<file path="config.mk">
export PLATFORM = sky130hd
export DESIGN_NAME = hotplug_event_signalling
export DESIGN_NICKNAME = d
export VERILOG_FILES = /design/src/rtl/hotplug_event_pkg.sv /design/src/rtl/hotplug_event_signalling.sv
export SDC_FILE = /design/constraint.sdc
export NUM_CORES = 1
export LEC_CHECK = 0
export BUFFER_PORTS_ARGS = -buffer_cell sky130_fd_sc_hd__buf_2
export CORE_AREA = 2 2 51 53
export CTS_BUF_LIST = sky130_fd_sc_hd__clkbuf_16
export DETAILED_ROUTE_END_ITERATION = 8
export DIE_AREA = 0 0 53 55
export GPL_TIMING_DRIVEN = 1
export PLACE_DENSITY_LB_ADDON = 0.2
export SYNTH_ARGS = -nofsm -noshare
export SYNTH_HDL_FRONTEND = slang
export SYNTH_SLANG_ARGS = --single-unit
export TNS_END_PERCENT = 5
</file>
<file path="constraint.sdc">
create_clock -name clock -period 1.3 [get_ports clock]
set_clock_uncertainty 0.1 [all_clocks]
set_input_delay 0 -clock clock [delete_from_list [all_inputs] [get_ports clock]]
set_output_delay 0 -clock clock [all_outputs]
set_load 0.01 [all_outputs]
</file>
<file path="src/rtl/hotplug_event_pkg.sv">
// Purpose: shared constants for hot-plug event signalling
// Assumes: two downstream ports by default
// Notes:   slot event bit order is fixed here
package hotplug_event_pkg;
    localparam int NUM_EVENTS  = 5;
    localparam int EV_ATTN     = 0;
    localparam int EV_PFAULT   = 1;
    localparam int EV_LATCH    = 2;
    localparam int EV_PRESENCE = 3;
    localparam int EV_CMDDONE  = 4;
    // events that may wake the link; command completed never does
    localparam logic [4:0] WAKE_CAPABLE = 5'h0F;
    localparam logic       PIN_ALT_FUNC = 1'h1;
endpackage

</file>
<file path="src/rtl/hotplug_event_signalling.sv">
// Purpose: per-port hot-plug notification routing (irq, wake, gp event)
// Assumes: slot status set and cleared by the slot logic; inputs synchronous
// Notes:   msi and pme requests are one-cycle pulses on each new unmasked event, intx is a level
`timescale 1ns/1ps
`default_nettype none
// Operation
// - interrupts only with hot-plug irq enable
// - five status flags request unless masked
// - msi or legacy chosen from command bits
// - D3hot, irq disabled: wake only
// - D3hot, irq enabled: wake and irq
// - masked event: no wake, no irq
// - command completed never wakes
// - gp event mode replaces irq, msi, wake
// - gp event reaches pin7 only in alternate
// - gp event signalled sets status bit
// - gp status set only in gp mode
// - status and mask behave as standard
// - non-hotplug sources unaffected by gp mode
// - outputs cleared during reset, pin7 undriven
// - slot sensors via external expanders
// - eeprom load never sets command completed
module hotplug_event_signalling #(
    parameter int NUM_PORTS = 2
) (
    // clock and reset
    input  wire logic                 clock,
    input  wire logic                 rst_n,
    // slot state per port, from expander-fed slot logic
    input  wire logic [NUM_PORTS*5-1:0] slot_status,
    input  wire logic [NUM_PORTS*5-1:0] slot_control,
    input  wire logic [NUM_PORTS-1:0] hotplug_irq_enable,
    input  wire logic [NUM_PORTS-1:0] msi_enable,
    input  wire logic [NUM_PORTS-1:0] legacy_irq_disable,
    input  wire logic [NUM_PORTS-1:0] port_d3hot,
    input  wire logic                 switch_d3hot,
    input  wire logic                 eeprom_loading,
    // other interrupt sources per port
    input  wire logic [NUM_PORTS-1:0] other_msi_req,
    input  wire logic [NUM_PORTS-1:0] other_intx_req,
    input  wire logic [NUM_PORTS-1:0] other_pme_req,
    // legacy gp event
    input  wire logic [NUM_PORTS-1:0] gp_event_control,
    input  wire logic [NUM_PORTS-1:0] gp_status_clear,
    input  wire logic                 pin7_mode,
    // notifications
    output logic [NUM_PORTS-1:0]      msi_req,
    output logic [NUM_PORTS-1:0]      intx_assert,
    output logic [NUM_PORTS-1:0]      pme_req,
    output logic [NUM_PORTS-1:0]      gp_event_status,
    output logic                      gp_event_out,
    output logic                      pin7_out,
    output logic                      pin7_oe
);
    localparam int NE = hotplug_event_pkg::NUM_EVENTS;
    localparam int NW = NUM_PORTS * NE;

    // ------------------------------------------------------------
    // elaboration checks
    // ------------------------------------------------------------
    // slot vectors must carry exactly one flag set a port
    generate
        if (NUM_PORTS < 1) begin : g_bad_ports
            $error("NUM_PORTS must be at least one");
        end
        if ($bits(slot_status) != NW) begin : g_bad_status
            $error("slot status width does not match the event count");
        end
        if ($bits(slot_control) != NW) begin : g_bad_control
            $error("slot control width does not match the event count");
        end
        if (hotplug_event_pkg::EV_CMDDONE >= NE) begin : g_bad_cmddone
            $error("command completed position outside the flag set");
        end
    endgenerate

    // ------------------------------------------------------------
    // load gating
    // ------------------------------------------------------------
    logic [NE-1:0] cmdDoneLane;
    logic [NE-1:0] loadGate;

    assign cmdDoneLane = NE'(1) << hotplug_event_pkg::EV_CMDDONE;

    // gate during load
    // only the command completed lane is blanked, other flags still count
    assign loadGate = eeprom_loading ? ~cmdDoneLane : '1;

    // ------------------------------------------------------------
    // event detection
    // ------------------------------------------------------------
    logic [NW-1:0]        prevStatus;
    logic [NUM_PORTS-1:0] anyEvent;
    logic [NUM_PORTS-1:0] irqEvent;
    logic [NUM_PORTS-1:0] wakeEvent;
    logic [NUM_PORTS-1:0] pendingIrq;

    // history kept ungated, so the end of a load makes no false edge
    always_ff @(posedge clock or negedge rst_n) begin
        if (!rst_n) begin
            prevStatus <= '0;
        end else begin
            prevStatus <= slot_status;
        end
    end

    genvar p;
    generate
        for (p = 0; p < NUM_PORTS; p++) begin : g_port
            logic [NE-1:0] stat;
            logic [NE-1:0] prev;
            logic [NE-1:0] mask;
            logic [NE-1:0] rise;
            logic [NE-1:0] unmasked;
            logic [NE-1:0] wakeable;
            logic [NE-1:0] levelOn;
            logic          d3;

            assign stat = slot_status[p*NE +: NE];
            assign prev = prevStatus[p*NE +: NE];
            assign mask = slot_control[p*NE +: NE];

            // new flags only, a held flag asks once
            assign rise = stat & ~prev & loadGate;

            assign unmasked = rise & mask;

            assign wakeable = unmasked & hotplug_event_pkg::WAKE_CAPABLE;

            assign levelOn = stat & loadGate & mask;

            // port or whole switch asleep
            assign d3 = port_d3hot[p] | switch_d3hot;

            assign anyEvent[p] = |unmasked;

            assign irqEvent[p] = anyEvent[p] & hotplug_irq_enable[p];

            assign wakeEvent[p] = d3 & (|wakeable);

            // level source for legacy interrupt
            assign pendingIrq[p] = hotplug_irq_enable[p] & (|levelOn);
        end
    endgenerate

    // ------------------------------------------------------------
    // notification form
    // ------------------------------------------------------------
    logic [NUM_PORTS-1:0] pcieMode;
    logic [NUM_PORTS-1:0] hpMsi;
    logic [NUM_PORTS-1:0] hpIntx;
    logic [NUM_PORTS-1:0] hpPme;

    assign pcieMode = ~gp_event_control;

    assign hpMsi = irqEvent & pcieMode & msi_enable;
    assign hpIntx = pendingIrq & pcieMode & ~msi_enable & ~legacy_irq_disable;

    assign hpPme = wakeEvent & pcieMode;

    // ------------------------------------------------------------
    // pcie notifications
    // ------------------------------------------------------------
    // other sources pass through
    always_ff @(posedge clock or negedge rst_n) begin
        if (!rst_n) begin
            msi_req <= '0;
        end else begin
            msi_req <= hpMsi | other_msi_req;
        end
    end

    // intx is a level, it stands while an unmasked flag is set
    always_ff @(posedge clock or negedge rst_n) begin
        if (!rst_n) begin
            intx_assert <= '0;
        end else begin
            intx_assert <= hpIntx | other_intx_req;
        end
    end

    always_ff @(posedge clock or negedge rst_n) begin
        if (!rst_n) begin
            pme_req <= '0;
        end else begin
            pme_req <= hpPme | other_pme_req;
        end
    end

    // ------------------------------------------------------------
    // gp event path
    // ------------------------------------------------------------
    logic [NUM_PORTS-1:0] gpEvent;
    logic [NUM_PORTS-1:0] next_gpStatus;
    logic                 gpAny;
    logic                 altMode;

    // any unmasked edge, irq enable and power state aside
    assign gpEvent = gp_event_control & anyEvent;

    // only ports in gp mode
    // set wins over a same-cycle clear, so no event is lost
    assign next_gpStatus = (gp_event_status & ~gp_status_clear) | gpEvent;
    assign gpAny = |next_gpStatus;
    assign altMode = (pin7_mode == hotplug_event_pkg::PIN_ALT_FUNC);

    always_ff @(posedge clock or negedge rst_n) begin
        if (!rst_n) begin
            gp_event_status <= '0;
        end else begin
            gp_event_status <= next_gpStatus;
        end
    end

    always_ff @(posedge clock or negedge rst_n) begin
        if (!rst_n) begin
            gp_event_out <= 1'h0;
        end else begin
            gp_event_out <= gpAny;
        end
    end

    // pin driven only in alternate mode
    always_ff @(posedge clock or negedge rst_n) begin
        if (!rst_n) begin
            pin7_out <= 1'h0;
            pin7_oe <= 1'h0;
        end else begin
            pin7_out <= altMode & gpAny;
            pin7_oe <= altMode;
        end
    end
    // expander interface lives upstream of slot_status
endmodule
`default_nettype wire

</file>
==> results.md, run 1 <==
* Total track usage at between 15 and 20%
* HPWL after DPL at ~1500 um
* Ys flop type: dfrtp_1
* Fin. Hold Viols at 0
* Maximum operating frequency at 769 MHz
* IO Port Bufs at between 50 and 60
* NumNets Final at between 150 and 200
* Register bit total from synthesis at 21
* CTS Buffer Depth at 2
* Register area at between 500 and 600 um2
* Drt drc at 0
* Synthesized area at 827 um2
* Placed inst area at roughly 1100 um2
* Final antenna-violating net count at 0
* Clock Sinks at 21
* Register area share after synthesis at between 60 and 70%
* Critical path class: register to register
* Worst-Margin Slew at around 0.45 ns
* Data required time of the critical path at ~1.3 ns
* CTS root buf: clkbuf_16
* Synth cell count leaders: dfrtp_1 (21), nand3b_1 (8), nand2_1 (5)
* Clock transition at path regs at about 0.050 ns
* Worst setup margin at -0.000657 ns
* Fin. max-slew vios at 0
* Area fraction of the dominant cell type after synthesis at between 60% and 70%
* Most frequent cell after synthesis: dfrtp_1
* DR pass1 iterations at 4
* P_leak at ~0.00073 uW
* Largest net degree at the start of global routing at 22
* Unrepaired setup endpoints after global routing: yes
* Synth warnings at 0
* Via/cell ratio at 4.57
* Area grow syn2layout at 80.2%
* Synth async-reset ratio at 100%
* Initial antenna violation count at 0
* Synth area leader: dfrtp_1
* Avg Inst Size Synth at 12.7 um2
* # diodes at 0
* CP peak stage delay at between 0.3 and 0.4 ns
* Top post-synthesis cells by area: dfrtp_1 (64%), nand3b_1 (7.3%), a31o_2 (4.2%)
* GRT overflow at 0
* Crit share post-route at 100%
* Fin cells at 180
* Row count at 18
* EDFF count, synth at 0
* PD cells at around 1100 nW/um2
* Vias at roughly 820
* Critical-path cell list: nand3b_1, o2111a_2, a21boi_2, or3_1
* Failing checks: setup timing
* Synth Instances at 65
* Layout fillers at ~210
* Mapped Nets at around 110
* Final Total Pwr at 1630 uW
* RePlAce Congestion at between 0.7 and 0.8
* Crit Path Max Fanout at 3
* DRT iter0 DRCs at 17
* First-pass GRT wire length at between 3000 and 4000 um
* Total CTS buffers at 3
* Multi-input gate area at just under 300 um2
* Max-slew headroom at between 70 and 80%
* Die area at between 2000 and 3000 um2
* Arrival @ worst endpoint at about 1.3 ns
* # IOs at 54
* Cell total after placement at 148
* Core box area at 2360 um2
* Cell area after layout at 1490 um2
* Crit. End Element: register
* Drt total wl at just under 2000 um
* Max-capacitance violation count at 0
* Vias in the first global route at about 780
* Post-layout min period at 1.30 ns
* Die Y at roughly 55 um
* H-tree levels at 1
* Starting Density at 35.0%
* Tightest Hold Check Type: input port to register
* Cell variety after synth at 19
* Status: complete, but fails checks
* Setup-failing EPs final at 1
* Share of cells above drive strength 1 at between 40% and 50%
* CTS tree: built
* Routed length per instance at 11.0 um
* Setup crit start kind: register
* Clk_lat worst skew at about 0.25 ns
* Dpl ws at -0.00997 ns
* Worst path slowest cell: or3_1
* Peak VDD IR at between 0.0006 and 0.0007 V
* Die extent in x at 53 um
## cell families (layout without fill, tap and decap cells)
group | after synthesis | in the layout | synth area share, %
simple gates | 25 | 25 | 17.4
flops | 21 | 21 | 63.5
compound gates | 15 | 15 | 17.2
buf+inv | 4 | 89 | 1.81
## per-stage QoR
step | util [%] | setup TNS (ns) | hold slack, ns
finish | 63.0 | -0.000657 | 0.00388
global route | 63.0 | -0.0913 | 0.0279
CTS | 62.4 | -0.00898 | 0.00755
detailed placement | 47.8 | -0.00997 | -0.125
global placement | 47.8 | 0 | -0.121
floorplan | - | 0 | -0.396
## critical path: cells and delay by family (launching register included)
family	cells	cell delay [ns]
AND/OR/NAND/NOR	2	0.47
flip-flops	1	0.33
AO/OA/AOI/OAI	2	0.27
## where the power goes
part	switching, uW	internal (uW)	total, uW	leakage, uW
logic	119	176	295	0.000440
clock network	210	409	619	0.0000423
registers	12.9	700	713	0.000245
total	342	1280	1630	0.000727
## path summary, 6_finish.rpt
kind | from | to | slack [ns] | depth (start not counted)
min in group asynchronous | rst_n | intx_assert[0] | 0.13 | 2
max in group asynchronous | rst_n | pin7_out | 0.66 | 2
worst min register to register | prevStatus[4] | gp_event_status[0] | 0.55 | 2
worst max-delay path | prevStatus[7] | gp_event_out | -0.0007 | 4
worst min-delay path | legacy_irq_disable[1] | intx_assert[1] | 0.004 | 3
worst max register to register | prevStatus[7] | gp_event_out | -0.0007 | 4
## registers in the layout (all words and copies together) (netlist names)
| signal | flops |
|---|---|
| pin7_oe | 1 |
| pin7_out | 1 |
| gp_event_out | 1 |
| prevStatus | 10 |
| intx_assert | 2 |
| pme_req | 2 |
| msi_req | 2 |
| gp_event_status | 2 |
## routing by layer
metal	vias up	wire length, um	global-route usage (%)
met5	-	0	0
met4	0	22	5.13
li1	407	-	-
met1	379	836	17.2
met2	32	993	27.7
met3	4	135	3.76
## what timing repair did
action,4_1_cts,5_1_grt
buffers inserted,1,1
hold endpoints to repair,39,0
gates resized for setup,0,2
setup endpoints to repair,1,3
hold buffers,26,0
gates cloned,0,0
pin swaps,1,3
## area by class of cell
| cell class | count | area share, % |
|---|---|---|
| flip-flops and latches | 21 | 35.3 |
| well taps | 30 | 2.52 |
| multi-input cells | 40 | 19.6 |
| inverters | 4 | 1.01 |
| repair buffers | 81 | 36.3 |
| clock inverters | 1 | 0.252 |
| clock buffers | 3 | 5.04 |
## cells in the final DEF, fill, tap and decap left out
master         count
buf_4              2
o31ai_2            1
o21bai_4           1
o31a_2             1
o31ai_1            1
a22oi_1            2
o2111a_2           2
or3_1              1
o32ai_1            1
nand3b_1           8
nand2_1            5
nor2_1             4
dlygate4sd3_1     26
buf_2             53
clkbuf_16          3
a21boi_2           1
or2_2              2
nand4_1            2
nor2b_1            3
dfrtp_1           21
a31o_2             4
inv_1              5
o21ai_0            1
No activity file was read; power rests on OpenSTA's default activity.
==> run 2: changes to the inputs <==
SETUP_SLACK_MARGIN = 0.15   (was not set)
==> run 2 against run 1 <==
- the flow finishes with violations (hold timing, setup timing)
- setup slack got worse by 0.012 ns
- first-iteration DRC count fell by 53%
- worst hold slack got worse by 0.013 ns
- clock power rose by 1%
- die area did not move
- via count fell by 2.1%
- sequential power barely moved
- core utilization fell by 0.85 points
- critical path type unchanged
- critical endpoint unchanged
- largest cell class is now flip-flops and latches
==> results.md, run 2 (synthesized netlist as in run 1, its figures left out) <==
* Setup TNS at -0.0128 ns (-0.0122 ns)
* Routed length per instance at 11.7 um (+5.7%)
* Setup crit start kind: register
* Cell total after placement at 149 (+0.68%)
* Peak VDD IR at 0.000623 V (-9.9%)
* IO Port Bufs at 53 (unchanged)
* M1 GR Usage at 18.2% (+1.1 points)
* Tightest Hold Check Type: input port to register
* Most common cell after layout, fill and taps aside: buf_2
* Fin cells at 177 (-1.7%)
* Fin. max-slew vios at 0 (unchanged)
* Post-layout min period at 1.31 ns (+0.0122 ns)
* NumNets Final at 191 (-1.5%)
* Starting Density at 35.0% (unchanged)
* Initial antenna violation count at 0 (unchanged)
* Maximum operating frequency at 762 MHz (-0.93%)
* Clock Sinks at 21 (unchanged)
* RePlAce Congestion at 0.752 (+6.1%)
* Clk network pwr share at 38.4% (+0.3 points)
* Sw power at 352 uW (+3.2%)
* Largest reg by FF count: prevStatus
* Crit Path Max Fanout at 3 (unchanged)
* Max-capacitance violation count at 0 (unchanged)
* Reg2reg setup slack at -0.01 ns (about the same)
* CP bufs+invs at 0 (unchanged)
* Drt total wl at 2070 um (+3.9%)
* Vias in the first global route at 860 (+11%)
* Crit share post-route at 101% (+0.94 points)
* Failing checks: hold timing, setup timing
* GRT overflow at 0 (unchanged)
* GR Layer Usage met3 at 2.69% (-1.1 points)
* Die Y at 55 um (unchanged)
* Internal power at 1280 uW (-0.46%)
* PD cells at 1110 nW/um2 (+1.7%)
* CTS tree: built
* Setup bufs post-CTS at 0 (-1)
* H-tree levels at 1 (unchanged)
* Row count at 18 (unchanged)
* Final antenna-violating net count at 0 (unchanged)
* Vias at 805 (-2.1%)
* Crit. End Element: register
* CTS root buf: clkbuf_16
* Setup-failing EPs final at 1 (unchanged)
* Status: complete, but fails checks
* P_leak at 0.000715 uW (-1.7%)
* Power share of the combinational group at 17.8% (-0.3 points)
* Die extent in x at 53 um (unchanged)
* Die area at 2920 um2 (unchanged)
* Worst-Margin Slew at 0.461 ns (+0.0146 ns)
* Data required time of the critical path at 1.33 ns (about the same)
* Total track usage at 16.5% (+1.4 points)
* Clock transition at path regs at 0.05 ns (about the same)
* CP peak stage delay at 0.36 ns (about the same)
* Total CTS buffers at 3 (unchanged)
* Via/cell ratio at 4.55 (-0.41%)
* # diodes at 0 (unchanged)
* Share of cells above drive strength 1 at 46.3% (-0.41 points)
* Max FFs per register at 10 (unchanged)
* Worst path slowest cell: or3_1
* Gr busiest metal: met2
* Critical-path cell list: nand3b_1, o2111a_1, a21boi_2, or3_1
* Arrival @ worst endpoint at 1.34 ns (+0.02 ns)
* Unrepaired setup endpoints after global routing: yes
* CP top delay family: simple AND/OR/NAND/NOR gates
* Dpl ws at 0.00918 ns (+0.0191 ns)
* CTS Buffer Depth at 2 (unchanged)
* Hold slack final at -0.00959 ns (-0.0135 ns)
* # IOs at 54 (unchanged)
* Sw frac at 21.6% (+0.60 points)
* Largest net degree at the start of global routing at 22 (unchanged)
* Commonest cells after routing, fill and taps aside: buf_2 (53), dlygate4sd3_1 (24), dfrtp_1 (21)
* Core box area at 2360 um2 (unchanged)
* Fin. Hold Viols at 1 (+1)
* Seq pwr share at 43.7% (about the same)
* DRT iter0 DRCs at 8 (-9)
* Critical path class: register to register
* DR pass1 iterations at 4 (unchanged)
* HPWL after DPL at 1490 um (+0.28%)
* Max-slew headroom at 69.3% (-0.97 points)
* Area grow syn2layout at 77.8%
* First-pass GRT wire length at 3440 um (+8.3%)
* M2 GR Usage at 31.0% (+3.3 points)
* Clk_lat worst skew at 0.25 ns (about the same)
* Drt drc at 0 (unchanged)
* Fin util at 62.2% (-0.85 points)
* Worst setup margin at -0.0128 ns (-0.0122 ns)
==> run 2: changes by cell type in the layout (fill, tap and decap cells not counted) <==
cell | before | now
buf_4 | 2 | 1
o31ai_4 | 0 | 1
o21ai_1 | 0 | 1
dlygate4sd3_1 | 26 | 24
o2111a_2 | 2 | 1
o2111a_1 | 0 | 1
o31ai_2 | 1 | 0
o21ai_0 | 1 | 0
==> run 2: final timing paths <==
kind | depth (start not counted) | to | startpoint
max in group asynchronous | 2 | pme_req[0] | rst_n
setup / recovery | 4 | gp_event_out | prevStatus[7]
hold reg to reg | 2 | gp_event_status[0] | prevStatus[4]
hold / removal | 3 | gp_event_status[0] | gp_event_control[0]
setup reg to reg | 4 | gp_event_out | prevStatus[7]
min in group asynchronous | 2 | intx_assert[0] | rst_n
==> run 2: per-layer routing <==
metal | routed length (um) | vias to the layer above | part of all wire, %
met2 | 1080 | 38 | 52
met3 | 162 | 2 | 7.8
li1 | - | 400 | -
met4 | 14 | 0 | 0.68
met1 | 808 | 365 | 39
met5 | 0 | - | 0
==> run 2: power groups by stage <==
stage                     sequential, uW  combinational, uW  clock [uW]
final                                713                291         627
after global routing                 716                326         684
after CTS                            714                290         641
after detailed placement             724                233           0
after global placement               723                229           0
after floorplan                      740               80.0           0
==> run 2: stage by stage <==
step	instance area [um2]	hold WS [ns]	total power, uW
after floorplan	827	-0.396	820
after global placement	1140	-0.118	952
after detailed placement	1140	-0.122	957
after CTS	1450	-0.125	1640
after global routing	1470	0.00507	1730
final	1470	-0.00959	1630
==> run 2: final cells by class <==
cell class                 instances  area [um2]
tap                               30        37.5
clock buffer                       3        75.1
fill                             206         895
timing repair buffer              78         513
clock inverter                     1        3.75
multi-input combinational         40         300
inverter                           4        15.0
sequential                        21         526
==> run 2: worst register-to-register path: cells and delay by family, from the launching register on <==
family,cells,cell delay (ns)
flip-flops,1,0.32
AND/OR/NAND/NOR,2,0.47
AO/OA/AOI/OAI,2,0.30
==> run 2: timing repair <==
action,4_1_cts,5_1_grt
pin swaps,2,1
hold endpoints to repair,40,1
hold buffers,22,2
setup endpoints to repair,7,7
resized for setup,3,0
cloned,0,0
